==> config.mk <==
export PLATFORM = sky130hd
export DESIGN_NAME = pvc_top
export DESIGN_NICKNAME = d
export VERILOG_FILES = /design/src/include/pvc_pkg.sv /design/src/rtl/pvc_src_cond.sv /design/src/rtl/pvc_prio_enc.sv /design/src/rtl/pvc_top.sv
export SDC_FILE = /design/constraint.sdc
export NUM_CORES = 1
export LEC_CHECK = 0
export BUFFER_PORTS_ARGS = -buffer_cell sky130_fd_sc_hd__buf_2
export CORE_MARGIN = 8
export CORE_UTILIZATION = 50
export CTS_BUF_LIST = sky130_fd_sc_hd__clkbuf_8 sky130_fd_sc_hd__clkbuf_16
export DETAILED_ROUTE_END_ITERATION = 6
export GPL_ROUTABILITY_DRIVEN = 0
export PLACE_DENSITY_LB_ADDON = 0.05
export SLEW_MARGIN = 30
export SYNTH_ARGS = -nofsm -noshare
export SYNTH_HDL_FRONTEND = slang
export SYNTH_SLANG_ARGS = --single-unit
==> constraint.sdc <==
create_clock -name ref_clk -period 26.7 [get_ports ref_clk]
set_input_delay 0 -clock ref_clk [delete_from_list [all_inputs] [get_ports ref_clk]]
set_output_delay 0 -clock ref_clk [all_outputs]
set_load 0.01 [all_outputs]
==> src/include/pvc_pkg.sv <==
package pvc_pkg;

    // ************************************************************
    // source layout
    // ************************************************************
    localparam int NUM_INT = 14;
    localparam int EXT0_IDX = 14;
    localparam int EXT1_IDX = 15;
    localparam int NUM_NORM = 16;
    localparam int FAST_IDX = 16;
    localparam int NUM_SRC = 17;
    localparam int PRIO_W = 3;
    localparam int IDX_W = 4;
    localparam int MODE_W = 6;

    // ************************************************************
    // address window
    // ************************************************************
    localparam logic [11:0] TOP_MB_TAG = 12'hfff;
    localparam logic [5:0] WIN_SEL = 6'h20;
    localparam logic [5:0] REG_PAGE = 6'h3f;

    // ************************************************************
    // register offsets inside the register page
    // ************************************************************
    localparam logic [7:0] OFS_MODE_FIRST = 8'h00;
    localparam logic [7:0] OFS_MODE_LAST = 8'h40;
    localparam logic [7:0] OFS_VEC = 8'h44;
    localparam logic [7:0] OFS_PEND = 8'h48;
    localparam logic [7:0] OFS_PEND_SET = 8'h4c;
    localparam logic [7:0] OFS_PEND_CLR = 8'h50;
    localparam logic [7:0] OFS_EN = 8'h54;
    localparam logic [7:0] OFS_EN_SET = 8'h58;
    localparam logic [7:0] OFS_EN_CLR = 8'h5c;

    // ************************************************************
    // fields
    // ************************************************************
    localparam int MODE_PRIO_LSB = 0;
    localparam int MODE_POL_BIT = 4;
    localparam int MODE_EDGE_BIT = 5;
    localparam logic [MODE_W-1:0] MODE_MASK = 6'h37;
    localparam logic [MODE_W-1:0] MODE_RESET = 6'h00;
    localparam int VEC_IDX_LSB = 0;
    localparam int VEC_LEVEL_LSB = 4;
    localparam int VEC_VALID_BIT = 31;
    localparam int MODE_IDX_LSB = 2;

    // mode[5:4]: edge select, polarity / direction
    typedef enum logic [1:0] {
        PVC_LOW_LEVEL = 2'b00,
        PVC_HIGH_LEVEL = 2'b01,
        PVC_FALL_EDGE = 2'b10,
        PVC_RISE_EDGE = 2'b11
    } pvc_mode_e;

    typedef enum logic [3:0] {
        PVC_REG_NONE = 4'h0,
        PVC_REG_MODE = 4'h1,
        PVC_REG_VEC = 4'h3,
        PVC_REG_PEND = 4'h2,
        PVC_REG_PEND_SET = 4'h6,
        PVC_REG_PEND_CLR = 4'h7,
        PVC_REG_EN = 4'h5,
        PVC_REG_EN_SET = 4'h4,
        PVC_REG_EN_CLR = 4'hc
    } pvc_reg_e;

endpackage

==> src/rtl/pvc_src_cond.sv <==
`timescale 1ns/100ps
module pvc_src_cond import pvc_pkg::*; (
    input wire logic ref_clk,
    input wire logic rst_n,
    input wire logic ce,
    input wire logic raw,
    input wire logic edge_mode,
    input wire logic active_high,
    output logic hit
);

    logic prev;
    logic next_prev;
    logic norm;
    logic norm_prev;

    // ************************************************************
    // polarity and sensitivity
    // ************************************************************
    always_comb begin
        norm = active_high ? raw : ~raw;
        norm_prev = active_high ? prev : ~prev;
        next_prev = raw;
        if (edge_mode) begin
            hit = norm & ~norm_prev;
        end else begin
            hit = norm;
        end
    end

    // prev tracks the pin even in level mode, so a switch to edge
    // mode does not fire on a stale history
    always_ff @(posedge ref_clk or negedge rst_n) begin
        if (!rst_n) begin
            prev <= 1'b0;
        end else if (ce) begin
            prev <= next_prev;
        end
    end

endmodule

==> src/rtl/pvc_prio_enc.sv <==
`timescale 1ns/100ps
module pvc_prio_enc import pvc_pkg::*; (
    input wire logic [NUM_NORM-1:0] req,
    input wire logic [NUM_NORM*PRIO_W-1:0] prio_flat,
    output logic valid,
    output logic [IDX_W-1:0] idx,
    output logic [PRIO_W-1:0] level
);

    // strict greater-than: ties keep the lower index found first
    always_comb begin
        valid = 1'b0;
        idx = '0;
        level = '0;
        for (int i = 0; i < NUM_NORM; i++) begin
            if (req[i] && (!valid || prio_flat[i*PRIO_W +: PRIO_W] > level)) begin
                valid = 1'b1;
                idx = IDX_W'(i);
                level = prio_flat[i*PRIO_W +: PRIO_W];
            end
        end
    end

endmodule

==> src/rtl/pvc_top.sv <==
`timescale 1ns/100ps
module pvc_top import pvc_pkg::*; (
    input wire logic ref_clk,
    input wire logic rst_n,
    input wire logic ce,
    input wire logic psel,
    input wire logic penable,
    input wire logic pwrite,
    input wire logic [31:0] paddr,
    input wire logic [31:0] pwdata,
    output logic [31:0] prdata,
    output logic pready,
    output logic pslverr,
    input wire logic [NUM_INT-1:0] periph_irq,
    input wire logic ext_request_pin_zero,
    input wire logic ext_request_pin_one,
    input wire logic fast_request_pin,
    output logic core_fast_request_n,
    output logic core_normal_request_n,
    output logic irq
);

    // ************************************************************
    // address decode
    // ************************************************************
    function automatic pvc_reg_e decode(input logic [31:0] a);
        pvc_reg_e k;
        k = PVC_REG_NONE;
        if (a[31:20] == TOP_MB_TAG && a[19:14] == WIN_SEL && a[13:8] == REG_PAGE && a[1:0] == 2'h0) begin
            if (a[7:0] >= OFS_MODE_FIRST && a[7:0] <= OFS_MODE_LAST) begin
                k = PVC_REG_MODE;
            end else begin
                unique case (a[7:0])
                    OFS_VEC: k = PVC_REG_VEC;
                    OFS_PEND: k = PVC_REG_PEND;
                    OFS_PEND_SET: k = PVC_REG_PEND_SET;
                    OFS_PEND_CLR: k = PVC_REG_PEND_CLR;
                    OFS_EN: k = PVC_REG_EN;
                    OFS_EN_SET: k = PVC_REG_EN_SET;
                    OFS_EN_CLR: k = PVC_REG_EN_CLR;
                    default: k = PVC_REG_NONE;
                endcase
            end
        end
        return k;
    endfunction

    logic [NUM_SRC-1:0] src_raw;
    logic [NUM_SRC-1:0] src_hit;
    logic [MODE_W-1:0] src_mode [NUM_SRC];
    logic [MODE_W-1:0] next_src_mode [NUM_SRC];
    logic [NUM_SRC-1:0] pending;
    logic [NUM_SRC-1:0] next_pending;
    logic [NUM_SRC-1:0] enable;
    logic [NUM_SRC-1:0] next_enable;
    logic [NUM_NORM*PRIO_W-1:0] prio_flat;
    logic [NUM_NORM-1:0] req;
    logic enc_valid;
    logic [IDX_W-1:0] enc_idx;
    logic [PRIO_W-1:0] enc_level;
    logic vec_valid;
    logic [IDX_W-1:0] vec_idx;
    logic [PRIO_W-1:0] vec_level;
    logic next_vec_valid;
    logic [IDX_W-1:0] next_vec_idx;
    logic [PRIO_W-1:0] next_vec_level;
    logic next_core_fast_request_n;
    logic next_core_normal_request_n;
    logic next_irq;
    logic [31:0] next_prdata;
    logic next_pready;
    logic next_pslverr;
    pvc_reg_e rd_kind;
    pvc_reg_e wr_kind;
    logic wr_done;
    logic [4:0] mode_sel;
    logic [NUM_SRC-1:0] wr_bits;

    assign src_raw = {fast_request_pin, ext_request_pin_one, ext_request_pin_zero, periph_irq};
    assign mode_sel = paddr[MODE_IDX_LSB +: 5];
    assign wr_bits = pwdata[NUM_SRC-1:0];
    assign req = pending[NUM_NORM-1:0] & enable[NUM_NORM-1:0];

    // ************************************************************
    // source conditioning
    // ************************************************************
    generate
        for (genvar g = 0; g < NUM_SRC; g++) begin : g_src
            // internal sources have no polarity choice: always active high
            pvc_src_cond u_cond (
                .ref_clk(ref_clk),
                .rst_n(rst_n),
                .ce(ce),
                .raw(src_raw[g]),
                .edge_mode(src_mode[g][MODE_EDGE_BIT]),
                .active_high((g < NUM_INT) ? 1'b1 : src_mode[g][MODE_POL_BIT]),
                .hit(src_hit[g])
            );
            if (g < NUM_NORM) begin : g_prio
                assign prio_flat[g*PRIO_W +: PRIO_W] = src_mode[g][MODE_PRIO_LSB +: PRIO_W];
            end
        end
    endgenerate

    pvc_prio_enc u_enc (
        .req(req),
        .prio_flat(prio_flat),
        .valid(enc_valid),
        .idx(enc_idx),
        .level(enc_level)
    );

    // ************************************************************
    // apb slave
    // ************************************************************
    // pready is raised from the setup cycle, so every access has no
    // wait state while all bus outputs still come from flops
    always_comb begin
        rd_kind = decode(paddr);
        next_pready = psel & ~penable;
        next_pslverr = 1'b0;
        next_prdata = '0;
        if (psel && !penable) begin
            next_pslverr = (rd_kind == PVC_REG_NONE);
            if (!pwrite) begin
                unique case (rd_kind)
                    PVC_REG_MODE: next_prdata = 32'(src_mode[mode_sel]);
                    PVC_REG_VEC: begin
                        next_prdata[VEC_IDX_LSB +: IDX_W] = vec_idx;
                        next_prdata[VEC_LEVEL_LSB +: PRIO_W] = vec_level;
                        next_prdata[VEC_VALID_BIT] = vec_valid;
                    end
                    PVC_REG_PEND: next_prdata = 32'(pending);
                    PVC_REG_EN: next_prdata = 32'(enable);
                    default: next_prdata = '0;
                endcase
            end
        end
    end

    always_ff @(posedge ref_clk or negedge rst_n) begin
        if (!rst_n) begin
            prdata <= '0;
            pready <= 1'b0;
            pslverr <= 1'b0;
        end else if (ce) begin
            prdata <= next_prdata;
            pready <= next_pready;
            pslverr <= next_pslverr;
        end
    end

    assign wr_kind = decode(paddr);
    assign wr_done = psel & penable & pready & pwrite & ~pslverr;

    // ************************************************************
    // mode, enable and pending state
    // ************************************************************
    always_comb begin
        for (int i = 0; i < NUM_SRC; i++) begin
            next_src_mode[i] = src_mode[i];
        end
        if (wr_done && wr_kind == PVC_REG_MODE) begin
            next_src_mode[mode_sel] = pwdata[MODE_W-1:0] & MODE_MASK;
        end
        next_enable = enable;
        if (wr_done && wr_kind == PVC_REG_EN_SET) begin
            next_enable = enable | wr_bits;
        end
        if (wr_done && wr_kind == PVC_REG_EN_CLR) begin
            next_enable = enable & ~wr_bits;
        end
        for (int i = 0; i < NUM_SRC; i++) begin
            if (src_mode[i][MODE_EDGE_BIT]) begin
                // sticky; a new edge beats a clear in the same cycle
                next_pending[i] = src_hit[i]
                    | (wr_done && wr_kind == PVC_REG_PEND_SET && wr_bits[i])
                    | (pending[i] & ~(wr_done && wr_kind == PVC_REG_PEND_CLR && wr_bits[i]));
            end else begin
                // level sources follow the line; software cannot override
                next_pending[i] = src_hit[i];
            end
        end
    end

    always_ff @(posedge ref_clk or negedge rst_n) begin
        if (!rst_n) begin
            for (int i = 0; i < NUM_SRC; i++) begin
                src_mode[i] <= MODE_RESET;
            end
            enable <= '0;
            pending <= '0;
        end else if (ce) begin
            src_mode <= next_src_mode;
            enable <= next_enable;
            pending <= next_pending;
        end
    end

    // ************************************************************
    // core requests and vector
    // ************************************************************
    always_comb begin
        next_vec_valid = enc_valid;
        next_vec_idx = enc_idx;
        next_vec_level = enc_level;
        next_irq = |req;
        next_core_normal_request_n = ~(|req);
        next_core_fast_request_n = ~(pending[FAST_IDX] & enable[FAST_IDX]);
    end

    always_ff @(posedge ref_clk or negedge rst_n) begin
        if (!rst_n) begin
            vec_valid <= 1'b0;
            vec_idx <= '0;
            vec_level <= '0;
            irq <= 1'b0;
            core_normal_request_n <= 1'b1;
            core_fast_request_n <= 1'b1;
        end else if (ce) begin
            vec_valid <= next_vec_valid;
            vec_idx <= next_vec_idx;
            vec_level <= next_vec_level;
            irq <= next_irq;
            core_normal_request_n <= next_core_normal_request_n;
            core_fast_request_n <= next_core_fast_request_n;
        end
    end

    // ************************************************************
    // checks
    // ************************************************************
    logic prio_beaten;

    always_comb begin
        prio_beaten = 1'b0;
        for (int j = 0; j < NUM_NORM; j++) begin
            if (req[j] && (prio_flat[j*PRIO_W +: PRIO_W] > enc_level
                || (prio_flat[j*PRIO_W +: PRIO_W] == enc_level && IDX_W'(j) < enc_idx))) begin
                prio_beaten = 1'b1;
            end
        end
    end
endmodule

==> impl_metrics.ini, run 1 <==
[synth]
syn-cell-area_um2 = 10300
ys_types = 92
synth-seq-area-share_pct = 40.4
synth_ff_type = dfrtp_1
syn_area_per_cell_um2 = 9.95
syn_inst = 1040
synth_edf_count = 0
synth-seq-cells = 167
async_reset_ff_share_pct = 100
ys_warn_count = 0

[cells_and_area]
drive_gt1_share_pct = 26.9
fin_nets = 1276
final_util_pct = 59.2
syn2layout_area_growth_pct = 16.2
nFillCells = 1735
stdcell_area_um2 = 12000

[critical_path]
cp-start-kind = flop
crit_type = flop to flop
cp.required_ns = 27.01
cp_slowest_cell = a32oi_1
arrival_ns = 23.28
critPathMaxStageDelay_ns = 0.63
worst_setup_path_end_kind = flop
crit_path_frequent_cell = a21oi_1
crit_fanout = 9

[timing]
final-setup-viol-count = 0
finalSetupTns_ns = 0
drv_slew = 0
fin_crit_sh_pct = 86.0
period_needed_ns = 22.97
hold_viol_final = 0
clock_skew_ns = 0.0159
slew_headroom_pct = 32.3
worst_pin_slew_ns = 1.01
rsz0062_at_grt = false
worst_hold_slack_ns = 0.0174
fmax_mhz = 43.5

[pwr]
ir_worst_vdd_v = 0.0000367
total_power_uw = 560
p_leak_nw = 5.41
p_per_area_nw_per_um2 = 46.5

[route]
routed_wirelength_mm = 30.5
viasPerCell = 6.06
dr_total_vias = 8699
ant_nets = 0
wl_per_cell_um = 21.3
drtPass1Iterations = 6
drt-initial-drc-count = 585
remaining_drc_errors = 0

[floorplanning]
die_h_um = 160
die_w_um = 160
fp.coreArea_um2 = 20300
design.portCount = 124
initial_utilization_pct = 51.0
rows = 52
die_area_um2 = 25600

[global_route]
grt_first_pass_wirelength_mm = 48.4
grt.overflow.total = 0
grt_pass1_vias = 8486
grtUsageTotal_pct = 23.8
antenna_found_initial = 2
grt_max_degree = 92

[placement]
hpwl_mm = 22.0
numPortBuffers = 94
place_area_um2 = 11000

[clocking]
clk_latency_ns = 0.44
cts.sinks = 167
cts_buffer_depth = 2
htreeDepth = 4
cts_setup_buffers = 0
root_buffer = clkbuf_16
cts_buffers = 17
cts_resized = 0
cts.clk_slew.worst_paths_ns = 0.08
cts_tree = built

[min_path]
hold_class = input pin to flop

[status]
outcome = complete, no violations

[run]
cap_viol_max_count = 0
cell usage after synthesis, types with 7 or more instances:
| cell type | count | area (µm²) |
|---|---|---|
| a21oi_1 | 59 | 295 |
| a221oi_1 | 16 | 140 |
| a22oi_1 | 12 | 90.1 |
| a31oi_1 | 10 | 62.6 |
| and2_1 | 7 | 43.8 |
| and3_1 | 8 | 50.1 |
| buf_4 | 14 | 105 |
| clkbuf_1 | 38 | 143 |
| dfrtp_1 | 165 | 4130 |
| ha_1 | 38 | 475 |
| inv_1 | 42 | 158 |
| mux2_2 | 109 | 1230 |
| mux2i_1 | 16 | 160 |
| mux4_2 | 20 | 450 |
| nand2_1 | 139 | 522 |
| nand3_1 | 20 | 100 |
| nand4_1 | 7 | 43.8 |
| nor2_1 | 67 | 251 |
| nor2b_1 | 9 | 56.3 |
| nor3_1 | 15 | 75.1 |
| o211ai_1 | 7 | 52.6 |
| o21ai_0 | 66 | 330 |
| o2bb2ai_1 | 18 | 158 |
critical path, delay by kind of cell, from the launching register on:
family,cells,cell delay (ns)
AOI/OAI and AO/OA,62,12.62
adders and majority gates,15,4.02
buffers and inverters,6,0.38
DFF,1,0.51
muxes,3,0.84
and+or+nand+nor,28,4.43
path summary, 6_finish.rpt:
kind                             from                   to  slack (ns)  cells past startpoint
setup / recovery           pending[0]           vec_idx[3]        3.73                    114
hold / removal                   psel               pready        0.02                      3
setup reg to reg           pending[0]           vec_idx[3]        3.73                    114
hold reg to reg                  flop  core_fast_request_n        0.46                      1
max in group asynchronous       rst_n            prdata[6]       24.80                      5
min in group asynchronous       rst_n           prdata[11]        0.53                      3
through the flow:
stage	instances	setup slack [ns]
final	1435	3.73
after global routing	1435	1.49
after CTS	1431	3.95
after detailed placement	1364	4.18
after global placement	1364	4.34
after floorplan	1053	7.43
routing by layer:
| metal | part of all wire [%] | vias to the layer above | track usage [%] |
|---|---|---|---|
| met4 | 1.2 | 2 | 5.01 |
| met2 | 46 | 281 | 37.1 |
| met5 | 0.033 | - | 0 |
| met1 | 47 | 4344 | 33.7 |
| li1 | - | 4044 | - |
| met3 | 6.1 | 28 | 4.94 |
report_power, final:
part           internal [mW]  switching (mW)
Combinational         0.0175          0.0245
Sequential             0.258         0.00686
Clock                  0.127           0.125
layout by cell type, fill, tap and decap left out, drive strengths merged, types with 9 or more instances in the layout:
master	instances
a21o	10
a21oi	59
a221oi	16
a22oi	12
a31oi	10
and2	10
and3	11
buf	104
clkbuf	18
conb	14
dfrtp	165
dlygate4sd3	36
ha	38
inv	51
mux2	113
mux2i	16
mux4	20
nand2	139
nand3	21
nor2	68
nor2b	9
nor3	15
o21ai	70
o2bb2ai	18
cell type report:
| class | instances | area, µm² | share of cell area, % |
|---|---|---|---|
| clock buffer | 17 | 425 | 3.54 |
| multi-input combinational | 782 | 5810 | 48.3 |
| timing repair buffer | 141 | 941 | 7.82 |
| antenna | 1 | 2.50 | 0.0208 |
| tap | 270 | 338 | 2.81 |
| clock inverter | 15 | 171 | 1.43 |
| inverter | 42 | 158 | 1.31 |
| sequential | 167 | 4180 | 34.8 |
repair_timing:
item                                   4_1_cts  5_1_grt
hold buffers                                35        1
setup endpoints to repair                    0        0
endpoints found under the hold margin      137        8
cells by family after synthesis:
kind of cell / share of synthesized area (%)
DFF: 40.4
AOI/OAI and AO/OA: 17.7
xor gates and xnor gates: 0.254
adders and majority gates: 4.59
muxes: 18.2
and+or+nand+nor: 14.4
buffers and inverters: 4.47
other: 0.0362
No activity file was read; power rests on OpenSTA's default activity.
==> run 2: changes to the inputs <==
--- a/config.mk
+++ b/config.mk
@@ -7,7 +7,7 @@
 export LEC_CHECK = 0
 export BUFFER_PORTS_ARGS = -buffer_cell sky130_fd_sc_hd__buf_2
 export CORE_MARGIN = 8
-export CORE_UTILIZATION = 50
+export CORE_UTILIZATION = 37
 export CTS_BUF_LIST = sky130_fd_sc_hd__clkbuf_8 sky130_fd_sc_hd__clkbuf_16
 export DETAILED_ROUTE_END_ITERATION = 6
 export GPL_ROUTABILITY_DRIVEN = 0
==> run 2 against run 1 <==
Effect of this change:
- die area rose by 31%
- non-clock buffer count fell by 3
- cell area rose by 0.52%
- power fell by 0.34%
- clock skew rose by 0.0055 ns
- core utilization fell by 15 points
- clock power barely moved
- hold slack improved by 0.034 ns
- combinational power barely moved
- final cell count rose by 7.2%
- critical endpoint is now vec_idx[2]
==> impl_metrics.ini, run 2 (synthesized netlist as in run 1, its figures left out) <==
[timing]
hold_viol_final = 0
final-setup-viol-count = 0
worst_pin_slew_ns = 0.940
slew_headroom_pct = 36.9
drv_slew = 0
fin_crit_sh_pct = 86.8
worst_slack_ns = 3.53
rsz0062_at_grt = false
finalSetupTns_ns = 0
clock_skew_ns = 0.0214
period_needed_ns = 23.17
fmax_mhz = 43.2

[floorplanning]
rows = 61
die_area_um2 = 33600
die_h_um = 183
die_w_um = 183
initial_utilization_pct = 37.5
design.portCount = 124
fp.coreArea_um2 = 27600

[route]
viasPerCell = 5.50
drt-initial-drc-count = 406
dr_total_vias = 8468
ant_nets = 0
remaining_drc_errors = 0
drtPass1Iterations = 5
wl_per_cell_um = 21.5
routed_wirelength_mm = 33.0

[critical_path]
worst_setup_path_end_kind = flop
critPathMaxStageDelay_ns = 0.62
cp-start-kind = flop
crit_type = flop to flop
arrival_ns = 23.48
cp_slowest_cell = a32oi_1
cp.required_ns = 27.01
crit_path_frequent_cell = a21oi_1
crit_fanout = 9

[clocking]
htreeDepth = 4
cts.clk_slew.worst_paths_ns = 0.09
cts_resized = 0
cts_buffers = 17
cts_setup_buffers = 0
cts.sinks = 167
root_buffer = clkbuf_16
cts_buffer_depth = 2
clk_latency_ns = 0.44
postCtsHoldBufs = 32
cts_tree = built

[run]
cap_viol_max_count = 0

[global_route]
antenna_found_initial = 0
grt_first_pass_wirelength_mm = 51.3
grt.overflow.total = 0
grt_max_degree = 95
grtUsageTotal_pct = 19.8
grt_pass1_vias = 8544

[cells_and_area]
fin_nets = 1273
stdcell_area_um2 = 12100
syn2layout_area_growth_pct = 16.8
layout_commonest_cell = dfrtp_1
final_util_pct = 43.8
drive_gt1_share_pct = 26.9
antenna_cells = 0
layout_common_cells = dfrtp_1 (165), nand2_1 (139), mux2_2 (109), buf_2 (93), nor2_1 (67)

[min_path]
hold_class = input pin to flop

[pwr]
p_leak_nw = 5.37
ir_worst_vdd_v = 0.0000421
total_power_uw = 558
p_per_area_nw_per_um2 = 46.2

[placement]
hpwl_mm = 24.0
pre_cts_slack_ns = 3.76
place_area_um2 = 11200
numPortBuffers = 94

[status]
outcome = complete, no violations
==> run 2: cell count changes in the layout (fill, tap and decap cells not counted), moves of 2 or more <==
| cell | before | now |
|---|---|---|
| inv_8 | 6 | 4 |
| clkinv_4 | 1 | 5 |
| buf_4 | 8 | 10 |
| dlygate4sd3_1 | 36 | 32 |
==> run 2: through the flow <==
stage | hold slack (ns) | std cells
after floorplan | -0.296 | 1053
after global placement | 0.184 | 1474
after detailed placement | 0.179 | 1474
after CTS | 0.0332 | 1538
after global routing | 0.0805 | 1539
final | 0.0518 | 1539
==> run 2: area by class of cell <==
class	count	area (µm²)
repair buffers	138	891
multi-input cells	782	5790
well taps	378	473
clock inverters	15	166
fillers	2727	15500
inverters	42	158
clock buffers	17	425
flip-flops and latches	167	4180
==> run 2: path summary, 6_finish.rpt <==
kind                                        to  depth (start not counted)  slack [ns]        from
max                                 vec_idx[2]                        112        3.53  pending[0]
min                                    pslverr                          4        0.05        psel
max reg2reg                         vec_idx[2]                        112        3.53  pending[0]
min reg2reg                core_fast_request_n                          1        0.46        flop
max in group asynchronous            prdata[6]                          3       25.27       rst_n
min in group asynchronous           prdata[10]                          2        0.21       rst_n
==> run 2: critical path: cells and delay by family, from the launching register on <==
| kind | cells | cell delay, ns |
|---|---|---|
| AO/OA/AOI/OAI | 61 | 13.10 |
| adder cells (fa/ha/maj) | 15 | 4.03 |
| AND/OR/NAND/NOR | 26 | 3.84 |
| multiplexers | 3 | 1.00 |
| buffers and inverters | 7 | 0.54 |
| flip-flops | 1 | 0.48 |
==> run 2: power breakdown <==
group | total (mW) | internal [mW] | leakage, nW | switching (mW)
combinational | 0.0417 | 0.0166 | 2.88 | 0.0250
sequential | 0.266 | 0.258 | 2.20 | 0.00733
clock | 0.250 | 0.126 | 0.292 | 0.125
==> run 2: per-layer routing <==
layer / GRT usage [%] / vias up / routed length, µm
li1: - / 4048 / -
met1: 28.1 / 4221 / 16100
met2: 31.3 / 175 / 15000
met3: 3.21 / 24 / 1500
met4: 4.46 / 0 / 471
met5: 0 / - / 0
